`src/shared/usb_int_pkg.sv`:
```
package usb_int_pkg;

	localparam int ADDR_W = 8;
	localparam int NUM_DMA_EP = 5;
	localparam int NUM_HALT_EP = 7;

	// Byte addresses of the word-aligned registers.
	localparam logic [7:0] OFS_STATUS_A = 8'h00;
	localparam logic [7:0] OFS_STATUS_B = 8'h04;
	localparam logic [7:0] OFS_CLEAR_A = 8'h08;
	localparam logic [7:0] OFS_CLEAR_B = 8'h0c;
	localparam logic [7:0] OFS_DMA_ENABLE = 8'h10;
	localparam logic [7:0] OFS_DMA_STATUS = 8'h14;
	localparam logic [7:0] OFS_HALT_STATUS = 8'h18;
	localparam logic [7:0] OFS_STALL_FORCE = 8'h1c;

	// Bit positions in usb_int_source_status_a.
	localparam int BIT_STALL = 0;
	localparam int BIT_CLEAR = 1;
	localparam int BIT_SET = 2;
	localparam int BIT_DMA_END = 3;

	// Bit positions in usb_int_source_status_b.
	localparam int BIT_STAGE_ERR = 0;
	localparam int BIT_SETUP_OK = 1;

	localparam logic [7:0] STATUS_RST = 8'h00;
	localparam logic [7:0] CLEAR_RD = 8'hff;
	localparam logic [4:0] DMA_EN_RST = 5'h00;
	localparam logic [1:0] HTRANS_NONSEQ = 2'b10;
	localparam logic [1:0] HTRANS_SEQ = 2'b11;
	localparam logic HRESP_OKAY = 1'b0;

	// One-cycle event pulses from the serial interface engine.
	typedef struct packed {
		logic setup_rcvd;
		logic status_done;
		logic auto_set;
		logic auto_clear;
		logic set_feature_ep;
		logic ep0_mask_req;
		logic ep_stall;
	} sie_evt_t;

	typedef struct packed {
		logic        sel;
		logic [31:0] addr;
		logic [1:0]  trans;
		logic        write;
		logic [2:0]  size;
		logic        ready;
	} ahb_addr_t;

endpackage : usb_int_pkg

```
`src/logic/usb_int_flags.sv`:
```
`timescale 1ns/1ps
// Notes on behaviour
// - Transfer end on DMA endpoint 1-4 or 7 sets status_a bit 3.
// - A set DMA-end drops that endpoint's DMA request.
// - DMA request stays off until firmware enables that endpoint again.
// - Reading the DMA endpoint status leaves the DMA-end flag set.
// - Self-handled SET_CONFIGURATION or SET_FEATURE sets status_a bit 2.
// - SET flag rises only after status stage; target read does not clear.
// - SET_FEATURE to an endpoint also sets the stall flag.
// - Self-handled CLEAR_FEATURE sets status_a bit 1.
// - CLEAR flag rises only after status stage; target read does not clear.
// - Any endpoint entering stall sets status_a bit 0.
// - Firmware forcing a stall also sets the stall flag.
// - Stall flag survives CLEAR_FEATURE, SET_INTERFACE, SET_CONFIGURATION.
// - Stall flag survives the SETUP following an endpoint 0 overrun.
// - Endpoint 0 halt bit reads 0 from masking request to next other SETUP.
// - Any change in status_b pulses the endpoint controller interrupt.
// - status_b is read-only, eight bits wide.
// - Writing 0 to a clear-control bit clears the matching status bit.
// - Next SETUP clears setup-success and stage-error in status_b.
// - All interrupt sources are ORed into one shared request.
module usb_int_flags
	import usb_int_pkg::*;
(
	input  wire logic                   hclk,
	input  wire logic                   hresetn,
	input  wire logic                   hsel,
	input  wire logic [31:0]            haddr,
	input  wire logic [1:0]             htrans,
	input  wire logic                   hwrite,
	input  wire logic [2:0]             hsize,
	input  wire logic [31:0]            hwdata,
	input  wire logic                   hready,
	output logic                        hreadyout,
	output logic                        hresp,
	output logic      [31:0]            hrdata,
	input  wire sie_evt_t               sie_evt,
	input  wire logic [7:0]             status_b_evt,
	input  wire logic [NUM_DMA_EP-1:0]  transfer_end_input,
	input  wire logic [NUM_DMA_EP-1:0]  dma_ready,
	input  wire logic [NUM_HALT_EP-1:0] halt_in,
	output logic      [NUM_DMA_EP-1:0]  dma_request,
	output logic      [NUM_HALT_EP-1:0] stall_force,
	output logic                        endpoint_ctrl_irq_out,
	output logic                        usb_shared_irq
);

	// Sticky flag update: a set arriving with a clear wins. Firmware that
	// clears a bit in the same cycle as a new event must not lose the event,
	// so the set term is applied after the clear term.
	function automatic logic [7:0] flag_upd(
		input logic [7:0] cur,
		input logic [7:0] set,
		input logic [7:0] clr
	);
		flag_upd = (cur & ~clr) | set;
	endfunction : flag_upd

	// Compares a word address against a register offset of the same width.
	function automatic logic addr_is(
		input logic [ADDR_W-1:0] a,
		input logic [7:0]        ofs
	);
		addr_is = (a == ofs);
	endfunction : addr_is

	ahb_addr_t               ap;
	logic                    wr_pend_r;
	logic [ADDR_W-1:0]       wr_addr_r;
	logic                    ap_valid;
	logic                    wr_now;
	logic [7:0]              wbyte;
	logic [7:0]              status_a_r;
	logic [7:0]              status_a_nxt;
	logic [7:0]              status_b_r;
	logic [7:0]              status_b_nxt;
	logic [7:0]              clr_a;
	logic [7:0]              clr_b;
	logic [7:0]              set_a;
	logic [7:0]              set_b;
	logic [NUM_DMA_EP-1:0]   dma_en_r;
	logic [NUM_DMA_EP-1:0]   dma_stat_r;
	logic [NUM_DMA_EP-1:0]   dma_wr_set;
	logic [NUM_DMA_EP-1:0]   dma_end_hit;
	logic                    pend_set_r;
	logic                    pend_stall_r;
	logic                    pend_clr_r;
	logic                    ep0_mask_r;
	logic [NUM_HALT_EP-1:0]  halt_view;
	logic [NUM_HALT_EP-1:0]  force_req;
	logic [31:0]             rd_word;

	// The address phase travels as one bundle; a transfer is taken only
	// when the previous one has completed on the bus.
	assign ap = '{sel: hsel, addr: haddr, trans: htrans, write: hwrite,
		size: hsize, ready: hready};
	assign ap_valid = ap.sel && ap.ready &&
		(ap.trans == HTRANS_NONSEQ || ap.trans == HTRANS_SEQ);
	// Write data stands in the cycle after the address phase; only the low
	// byte carries register bits.
	assign wr_now = wr_pend_r;
	assign wbyte = hwdata[7:0];

	// The slave never inserts wait states and always answers OKAY. Unmapped
	// addresses read as zero and ignore writes rather than raising an error.
	assign hreadyout = 1'b1;
	assign hresp = HRESP_OKAY;

	// A write is taken in its address phase and applied one cycle later,
	// when the master drives the data.
	always_ff @(posedge hclk or negedge hresetn) begin
		if (!hresetn)
			wr_pend_r <= 1'b0;
		else
			wr_pend_r <= ap_valid && ap.write;
	end

	// Only the word address is kept, so byte offsets inside a word never
	// select a different register. The value is harmless while no write
	// is pending.
	always_ff @(posedge hclk or negedge hresetn) begin
		if (!hresetn)
			wr_addr_r <= '0;
		else if (ap_valid)
			wr_addr_r <= {ap.addr[ADDR_W-1:2], 2'b00};
	end

	// Write decode. Clear-control bits act only where 0 is written.
	// Writing all ones therefore leaves every flag alone, which lets
	// firmware clear one source at a time without touching the others.
	always_comb begin
		clr_a = 8'h00;
		clr_b = 8'h00;
		dma_wr_set = '0;
		force_req = '0;
		if (wr_now) begin
			if (addr_is(wr_addr_r, OFS_CLEAR_A))
				clr_a = ~wbyte;
			if (addr_is(wr_addr_r, OFS_CLEAR_B))
				clr_b = ~wbyte;
			if (addr_is(wr_addr_r, OFS_DMA_ENABLE))
				dma_wr_set = wbyte[NUM_DMA_EP-1:0];
			if (addr_is(wr_addr_r, OFS_STALL_FORCE))
				force_req = wbyte[NUM_HALT_EP-1:0];
		end
	end

	// Per DMA endpoint: enable, end capture and request gating.
	// Index 0 to 4 stands for endpoints 1, 2, 3, 4 and 7. An end pulse
	// counts only while the endpoint is enabled, so a late pulse from the
	// DMA controller after the endpoint was stopped is ignored.
	genvar gi;
	generate
		for (gi = 0; gi < NUM_DMA_EP; gi++) begin : g_dma
			assign dma_end_hit[gi] = transfer_end_input[gi] && dma_en_r[gi];

			always_ff @(posedge hclk or negedge hresetn) begin
				if (!hresetn) begin
					dma_en_r[gi] <= DMA_EN_RST[gi];
				end else if (dma_end_hit[gi]) begin
					dma_en_r[gi] <= 1'b0;
				end else if (dma_wr_set[gi]) begin
					dma_en_r[gi] <= 1'b1;
				end
			end

			// Endpoint status is dropped only by re-enabling, never by a read.
			always_ff @(posedge hclk or negedge hresetn) begin
				if (!hresetn) begin
					dma_stat_r[gi] <= 1'b0;
				end else if (dma_end_hit[gi]) begin
					dma_stat_r[gi] <= 1'b1;
				end else if (dma_wr_set[gi]) begin
					dma_stat_r[gi] <= 1'b0;
				end
			end

			always_ff @(posedge hclk or negedge hresetn) begin
				if (!hresetn)
					dma_request[gi] <= 1'b0;
				else
					dma_request[gi] <= dma_en_r[gi] && !dma_end_hit[gi] &&
						dma_ready[gi];
			end
		end
	endgenerate

	// Self-handled requests wait here for their status stage. A new
	// request replaces an older one, and a SETUP abandons a request whose
	// status stage never came, so a stale request cannot raise a flag for
	// a later transfer.
	always_ff @(posedge hclk or negedge hresetn) begin
		if (!hresetn)
			pend_set_r <= 1'b0;
		else if (sie_evt.auto_set || sie_evt.auto_clear)
			pend_set_r <= sie_evt.auto_set;
		else if (sie_evt.status_done || sie_evt.setup_rcvd)
			pend_set_r <= 1'b0;
	end

	// A SET_FEATURE aimed at an endpoint also owes a stall flag.
	always_ff @(posedge hclk or negedge hresetn) begin
		if (!hresetn)
			pend_stall_r <= 1'b0;
		else if (sie_evt.auto_set || sie_evt.auto_clear)
			pend_stall_r <= sie_evt.auto_set && sie_evt.set_feature_ep;
		else if (sie_evt.status_done || sie_evt.setup_rcvd)
			pend_stall_r <= 1'b0;
	end

	// A self-handled CLEAR_FEATURE waits the same way.
	always_ff @(posedge hclk or negedge hresetn) begin
		if (!hresetn)
			pend_clr_r <= 1'b0;
		else if (sie_evt.auto_set || sie_evt.auto_clear)
			pend_clr_r <= sie_evt.auto_clear;
		else if (sie_evt.status_done || sie_evt.setup_rcvd)
			pend_clr_r <= 1'b0;
	end

	// Setting events of the first register. The upper bits have no source
	// in this block and stay clear.
	always_comb begin
		set_a = 8'h00;
		set_a[BIT_DMA_END] = |dma_end_hit;
		set_a[BIT_SET] = pend_set_r && sie_evt.status_done;
		set_a[BIT_CLEAR] = pend_clr_r && sie_evt.status_done;
		set_a[BIT_STALL] = sie_evt.ep_stall || (|force_req) ||
			(pend_stall_r && sie_evt.status_done);
	end

	// The stall flag has no automatic clear; only firmware clears it.
	// Requests that lift a halt, or a SETUP after an overrun, leave it set
	// so that firmware still sees which stall it has not yet handled.
	assign status_a_nxt = flag_upd(status_a_r, set_a, clr_a);

	// Both status registers start clear and only events set them.
	always_ff @(posedge hclk or negedge hresetn) begin
		if (!hresetn)
			status_a_r <= STATUS_RST;
		else
			status_a_r <= status_a_nxt;
	end

	// Second register: each one-cycle source pulse sets its own bit, which then holds until cleared.
	always_comb begin
		set_b = status_b_evt;
	end

	// A SETUP clears the setup-success and stage-error bits, which would
	// otherwise describe a control transfer that has already been replaced.
	logic [7:0] clr_b_all;
	always_comb begin
		clr_b_all = clr_b;
		if (sie_evt.setup_rcvd) begin
			clr_b_all[BIT_SETUP_OK] = 1'b1;
			clr_b_all[BIT_STAGE_ERR] = 1'b1;
		end
	end

	// A new stage error in the same cycle as a SETUP is kept, in line with
	// the set-wins rule used for every flag.
	assign status_b_nxt = flag_upd(status_b_r, set_b, clr_b_all);

	always_ff @(posedge hclk or negedge hresetn) begin
		if (!hresetn)
			status_b_r <= STATUS_RST;
		else
			status_b_r <= status_b_nxt;
	end

	// Endpoint 0 halt masking window. The halt itself is untouched; only
	// the view that firmware reads is forced to zero until a SETUP that
	// does not open a new window arrives.
	always_ff @(posedge hclk or negedge hresetn) begin
		if (!hresetn)
			ep0_mask_r <= 1'b0;
		else if (sie_evt.ep0_mask_req)
			ep0_mask_r <= 1'b1;
		else if (sie_evt.setup_rcvd)
			ep0_mask_r <= 1'b0;
	end

	always_comb begin
		halt_view = halt_in;
		if (ep0_mask_r)
			halt_view[0] = 1'b0;
	end

	// Firmware stall requests leave as a one-cycle pulse to the endpoint
	// logic; the stall flag is set by the same write.
	always_ff @(posedge hclk or negedge hresetn) begin
		if (!hresetn)
			stall_force <= '0;
		else
			stall_force <= force_req;
	end

	// Change pulse on either status register. It rises in the same cycle
	// as the flag that changed, on a set as well as on a clear.
	always_ff @(posedge hclk or negedge hresetn) begin
		if (!hresetn)
			endpoint_ctrl_irq_out <= 1'b0;
		else
			endpoint_ctrl_irq_out <= (status_a_nxt != status_a_r) ||
				(status_b_nxt != status_b_r);
	end

	// The shared request is a level: it stays high while any flag is set,
	// so clearing one source while another remains keeps it asserted.
	always_ff @(posedge hclk or negedge hresetn) begin
		if (!hresetn)
			usb_shared_irq <= 1'b0;
		else
			usb_shared_irq <= (|status_a_nxt) || (|status_b_nxt);
	end

	// Read mux; status registers have no write path. Next-state values are
	// returned so that a read never misses an event of the same cycle.
	always_comb begin
		rd_word = 32'h0000_0000;
		case ({ap.addr[ADDR_W-1:2], 2'b00})
			OFS_STATUS_A:    rd_word[7:0] = status_a_nxt;
			OFS_STATUS_B:    rd_word[7:0] = status_b_nxt;
			OFS_CLEAR_A:     rd_word[7:0] = CLEAR_RD;
			OFS_CLEAR_B:     rd_word[7:0] = CLEAR_RD;
			OFS_DMA_ENABLE:  rd_word[NUM_DMA_EP-1:0] = dma_en_r;
			OFS_DMA_STATUS:  rd_word[NUM_DMA_EP-1:0] = dma_stat_r;
			OFS_HALT_STATUS: rd_word[NUM_HALT_EP-1:0] = halt_view;
			default:         rd_word = 32'h0000_0000;
		endcase
	end

	// Read data is captured at the end of the address phase and holds
	// through the data phase until the next read is taken.
	always_ff @(posedge hclk or negedge hresetn) begin
		if (!hresetn)
			hrdata <= 32'h0000_0000;
		else if (ap_valid && !ap.write)
			hrdata <= rd_word;
	end

endmodule : usb_int_flags

```
`config.mk`:
```
export PLATFORM = sky130hd
export DESIGN_NAME = usb_int_flags
export DESIGN_NICKNAME = d
export VERILOG_FILES = /design/src/shared/usb_int_pkg.sv /design/src/logic/usb_int_flags.sv
export SDC_FILE = /design/constraint.sdc
export NUM_CORES = 1
export LEC_CHECK = 0
export ABC_AREA = 1
export BUFFER_PORTS_ARGS = -buffer_cell sky130_fd_sc_hd__buf_2
export CORE_UTILIZATION = 42
export CTS_CLUSTER_DIAMETER = 150
export DETAILED_ROUTE_END_ITERATION = 7
export PLACE_DENSITY = 0.74
export SLEW_MARGIN = 20
export SYNTH_ARGS = -nofsm -noshare
export SYNTH_HDL_FRONTEND = slang
export SYNTH_SLANG_ARGS = --single-unit
```
`constraint.sdc`:
```
create_clock -name hclk -period 1.7 [get_ports hclk]
set_clock_uncertainty 0.2 [all_clocks]
set_input_delay 0.34 -clock hclk [delete_from_list [all_inputs] [get_ports hclk]]
set_output_delay 0.34 -clock hclk [all_outputs]
set_load 0.02 [all_outputs]
```
* After elaboration in Yosys (flattened, before gate mapping)
Index checks and enable logic that the tools add are counted.
** Storage, ports and cells
- Register bits :: 59
- Input port bits :: 106
- Output and inout bits :: 48
- Word-level logic and storage cells :: 136
** Operators by class
- Eq/ne operators :: 14
- Mux-type cells :: 39
- Bitwise operators :: 7
- Reduce and logical (&&, ||, !) cells :: 49
** Operator list (count)
- 2-to-1 mux 8 bit :: 4
- == test 6 x 3 -> 1 bit, second input constant :: 5
- case mux 5 bit (6 select lines) :: 1
- 2-to-1 mux 1 bit :: 27
- == test 6 x 2 -> 1 bit, second input constant :: 4
- NOT 8 bit :: 3
- logical AND 1 bit :: 23
- bitwise AND 8 bit :: 2
- != test 8 bit :: 2
- OR reduction 8 bit :: 2
- 2-to-1 mux 7 bit :: 2
- nonzero test 2 bit :: 7
- 2-to-1 mux 5 bit :: 2
- bitwise OR 8 x 4 -> 8 bit :: 1
- bitwise OR 8 bit :: 1
- case mux 2 bit (4 select lines) :: 1
- logical OR 1 bit :: 7
- OR reduction 7 bit :: 1
- == test 6 x 1 -> 1 bit, second input constant :: 1
- zero test 1 bit :: 6
- zero test 6 bit :: 1
- OR reduction 5 bit :: 1
- == test 2 bit, second input constant :: 2
- case mux 1 bit (3 select lines) :: 1
- 2 further kinds :: 2

* Logic depth before layout (Yosys ltp)
- Depth after elaboration :: 9
- Gate-level depth with buffers :: 12
- Gate-level depth less buffers :: 12

* Worst setup path after synthesis
No wires, ideal clock.
- Path type :: reg-to-reg
- Start :: register wr_addr_r[7]
- End :: register usb_shared_irq
- Library setup time :: 0.125 ns
- Arrival :: 1.306 ns
- Required time :: 1.375 ns
- Setup slack :: 0.069 ns
- Cell stages (with the launch flop) :: 13
- Path buffers :: 2
- Cell sequence :: dfrtp_1 -> nor2_2 -> buf_6 -> nand2_4 -> nor2_4 -> buf_6 -> nand2_4 -> nand2_4 -> nand2_4 -> nor2_2 -> nand2_1 -> nor2_1 -> nand3_1
** On the way
- Elaborated cells between the ends (all ways) :: 22
- Those cells by class :: 3 x eq/ne; 7 x mux; 6 x bitwise; 6 x reduce/logical
** RTL lines
- start: declaration :: RTL line usb_int_flags.sv:69 : logic [ADDR_W-1:0] wr_addr_r;
- start signal: assignment :: RTL line usb_int_flags.sv:125 : wr_addr_r <= {ap.addr[ADDR_W-1:2], 2'b00};
- == test 6 x 2 -> 1 bit :: RTL line usb_int_flags.sv:64 : addr_is = (a == ofs);
- 2-to-1 mux 8 bit :: RTL line usb_int_flags.sv:137 : if (addr_is(wr_addr_r, OFS_CLEAR_A))
- 2-to-1 mux 8 bit :: RTL line usb_int_flags.sv:136 : if (wr_now) begin
- NOT 8 bit :: RTL line usb_int_flags.sv:56 : flag_upd = (cur & ~clr) | set;
- bitwise AND 8 bit :: RTL line usb_int_flags.sv:56
- bitwise OR 8 x 4 -> 8 bit :: RTL line usb_int_flags.sv:56
- named net status_a_nxt[1] :: RTL line usb_int_flags.sv:74 : logic [7:0] status_a_nxt;
- OR reduction 8 bit :: RTL line usb_int_flags.sv:315 : usb_shared_irq <= (|status_a_nxt) || (|status_b_nxt);
- logical OR 1 bit :: RTL line usb_int_flags.sv:315
- end signal: assignment :: RTL line usb_int_flags.sv:315
- end: declaration :: RTL line usb_int_flags.sv:45 : output logic usb_shared_irq
The timed path passes the listed nets, and every way through them passes these cells.
A chain may end at the register's enable or synchronous reset.

* Worst setup path after layout
- Start :: register wr_addr_r[7]
- End :: register usb_shared_irq
** On the way
- Longest elaborated chain between the ends :: 9
- Elaborated cells between the ends (all ways) :: 22
- Those cells by class :: 3 x eq/ne; 7 x mux; 6 x bitwise; 6 x reduce/logical
** RTL lines
- == test 6 x 3 -> 1 bit :: RTL line usb_int_flags.sv:64
- 2-to-1 mux 7 bit :: RTL line usb_int_flags.sv:143 : if (addr_is(wr_addr_r, OFS_STALL_FORCE))
- 2-to-1 mux 7 bit :: RTL line usb_int_flags.sv:136
- OR reduction 7 bit :: RTL line usb_int_flags.sv:228 : set_a[BIT_STALL] = sie_evt.ep_stall || (|force_req) ||
- logical OR 1 bit (2 in a row) :: RTL line usb_int_flags.sv:228
- bitwise OR 8 x 4 -> 8 bit * :: RTL line usb_int_flags.sv:56
- named net status_a_nxt[0] :: RTL line usb_int_flags.sv:74
- OR reduction 8 bit * :: RTL line usb_int_flags.sv:315
- logical OR 1 bit * :: RTL line usb_int_flags.sv:315
Mark *: on every way through the listed nets, which the timed path passes. The rest lies on a longest branch.

==> results by group <==
Status
  – Outcome: complete, but fails checks
  – Failing checks: negative setup slack

Worst setup path
  – Req. time, crit path: 1.73 ns
  – Critical path type: flop to flop
  – Crit path max fanout: 8
  – CP startpoint kind: flop
  – Arrival time worst endpoint: 1.90 ns
  – Worst Setup End Kind: flop

Die
  – I/O pins: 154
  – Core area: 0.00733 mm2
  – Row count: 31
  – Chip height: 89.8 um
  – Die ar.: 0.00806 mm2
  – Initial Util: 44.1%
  – Die width: 89.8 um

Timing
  – Fin Hold WS: 0.0107 ns
  – RSZ-0062 raised after global routing: yes
  – Setup WS post-layout: -0.174 ns
  – Final hold violation count: 0
  – Slew Limit Fails: 0
  – Final setup fails: 9
  – Minimum clock period: 1.87 ns
  – Period utilization: 110%
  – Peak Freq: 534 MHz

Flow run
  – Max-Cap Viols: 0

Finish
  – Area growth syn-to-layout: 39.7%
  – Layout cells sized above 1: 38.6%
  – Nets@finish: 669
  – Design area: 0.00452 mm2
  – Final Core Density: 61.7%
  – Inserted Diodes: 0

Pwr
  – Leak pwr: 2.46 nW
  – Peak VDD IR: 0.529 mV
  – PwrDens: 828 mW/mm2
  – Pwr Total: 0.00374 W

Global routing
  – Largest net degree at the start of global routing: 60
  – First-pass GRT wire length: 13.7 mm
  – Vias in the first global route: 3,027
  – Gr ovfl total: 0
  – Initial antenna violation count: 0
  – GRT Util Overall: 21.5%

Synth
  – Netlist cell types: 29
  – Count leader, synth: nand2_1
  – Synth Cell Area: 0.00324 mm2
  – Mapped Avg Cell Area: 7.67 um2
  – Post-synth top flop: dfrtp_1
  – EDFF count, synth: 0
  – Synth async-reset ratio: 100%
  – Yosys top cell by area: dfrtp_1
  – Register area share after synthesis: 45.6%
  – Area contributors post-synth: dfrtp_1 46%, nand2_1 14%, inv_1 6.4%
  – Post-Synthesis Cells: 422
  – Post-synth top cells: 117 x nand2_1, 59 x dfrtp_1, 55 x inv_1
  – YS warnings: 0
  – Synth Register Bits: 59
  – Top-area cell type share of the netlist area: 45.6%

Placement
  – PortBufs: 73
  – Placed cell area: 0.00390 mm2
  – Detailed placement HPWL: 6.09 mm
  – Post-place setup slack: -0.165 ns
  – Placer Congestion: 0.835

Worst hold path
  – Hold/Removal Path Class: input port to flop

Clock tree
  – Clock transition at path regs: 0.07 ns
  – CTS max path bufs: 2
  – CTS tree: done
  – Sink Count: 59
  – Total CTS buffers: 9
  – Root buf cell: clkbuf_8
  – Skew-Pair Late Insertion Delay: 0.35 ns
  – Htree depth: 3

Routing
  – WL final: 8.42 mm
  – Avg Vias per Cell: 4.69
  – Initial DRC count: 185
  – Drt pass-1 iters: 4
  – DRC violations left: 0
  – Wire length per cell: 12.6 um
  – Final ANT Viol Nets: 0
  – DR vias: 3,127
kinds of logic (layout without fill, tap and decap cells):
family,after synthesis,count (layout),share of synthesized area (%)
AO/OA/AOI/OAI,44,44,7.66
flip-flops,59,59,45.6
other,2,26,0.232
AND/OR/NAND/NOR,227,227,31.9
buffers and inverters,88,210,13.9
multiplexers,2,2,0.696
area by class of cell:
type	count	area, um2
fillers	614	2810
clock inverters	4	47.5
well taps	99	124
multi-input cells	299	1580
repair buffers	136	911
clock buffers	12	165
flip-flops and latches	59	1480
inverters	58	220
sequential cells by signal, summed over array words and instances (netlist names), 5 cells and up:
signal	flops
dma_en_r	5
hrdata	8
wr_addr_r	6
status_a_r	8
stall_force	7
status_b_r	8
dma_request	5
dma_stat_r	5
power by group:
group	switching, W	total (W)	internal (W)
registers	0.0000861	0.00162	0.00153
clock network	0.000582	0.00137	0.000792
logic	0.000428	0.000751	0.000323
total	0.00110	0.00374	0.00265
path summary, 6_finish.rpt:
path,startpoint,end,slack (ns),cells after the start
min in group asynchronous,hresetn,stall_force[1],0.32,3
setup reg to reg,wr_addr_r[7],usb_shared_irq,-0.17,11
max in group asynchronous,hresetn,wr_addr_r[4],0.69,3
hold / removal,dma_ready[1],dma_request[1],0.01,3
setup / recovery,wr_addr_r[7],usb_shared_irq,-0.17,11
hold reg to reg,hrdata[3],hrdata[3],0.27,2
worst max-delay path, cell delays in order, from the launching register on:
cell and delay [ns]:
dfrtp_1 0.41, nor2_4 0.17, buf_6 0.14, buf_8 0.13
nand3_2 0.07, nand2_1 0.06, nand2_1 0.06, nor2_2 0.13
nand2_2 0.12, buf_4 0.16, inv_1 0.04, nand3_1 0.06
cells in the final DEF, fill, tap and decap left out, types with 2 or more instances in the layout:
master,synthesis,layout
a21oi_1,5,4
nand2_2,4,27
o22ai_1,5,5
buf_6,3,8
nand2_4,4,7
inv_2,2,5
inv_1,55,52
buf_2,0,73
nand3b_1,3,3
o21a_1,5,5
nand3_1,24,17
nor3_2,1,3
clkbuf_8,0,12
a21oi_2,1,2
dfrtp_1,59,58
nor2_1,46,41
clkinv_2,0,2
conb_1,2,26
nand4_1,16,16
nor2_2,5,9
mux2_2,2,2
o21ai_1,3,2
buf_4,26,44
nand2_1,117,91
nor2_4,4,5
o21ai_0,23,18
o21ai_2,0,6
nand3_2,1,7
dlygate4sd3_1,0,9
per-layer routing:
layer / GRT usage, % / wire (um)
met4: 7.65 / 130
met3: 5.08 / 484
met5: 0 / 0
met1: 28.2 / 3750
met2: 34.7 / 4060
per-stage QoR:
stage | cells | TNS [ns]
CTS | 661 | -0.270
finish | 667 | -0.719
global route | 667 | -1.49
global placement | 629 | -0.504
floorplan | 446 | 0
detailed placement | 629 | -0.812
what timing repair did:
item	in CTS	in global routing
hold endpoints to repair	65	1
buffers inserted	8	5
endpoints found under the setup margin	10	14
pin swaps	13	25
hold buffers	8	1
gates resized for setup	22	52
gates cloned	0	0
No activity file was read; power rests on OpenSTA's default activity.
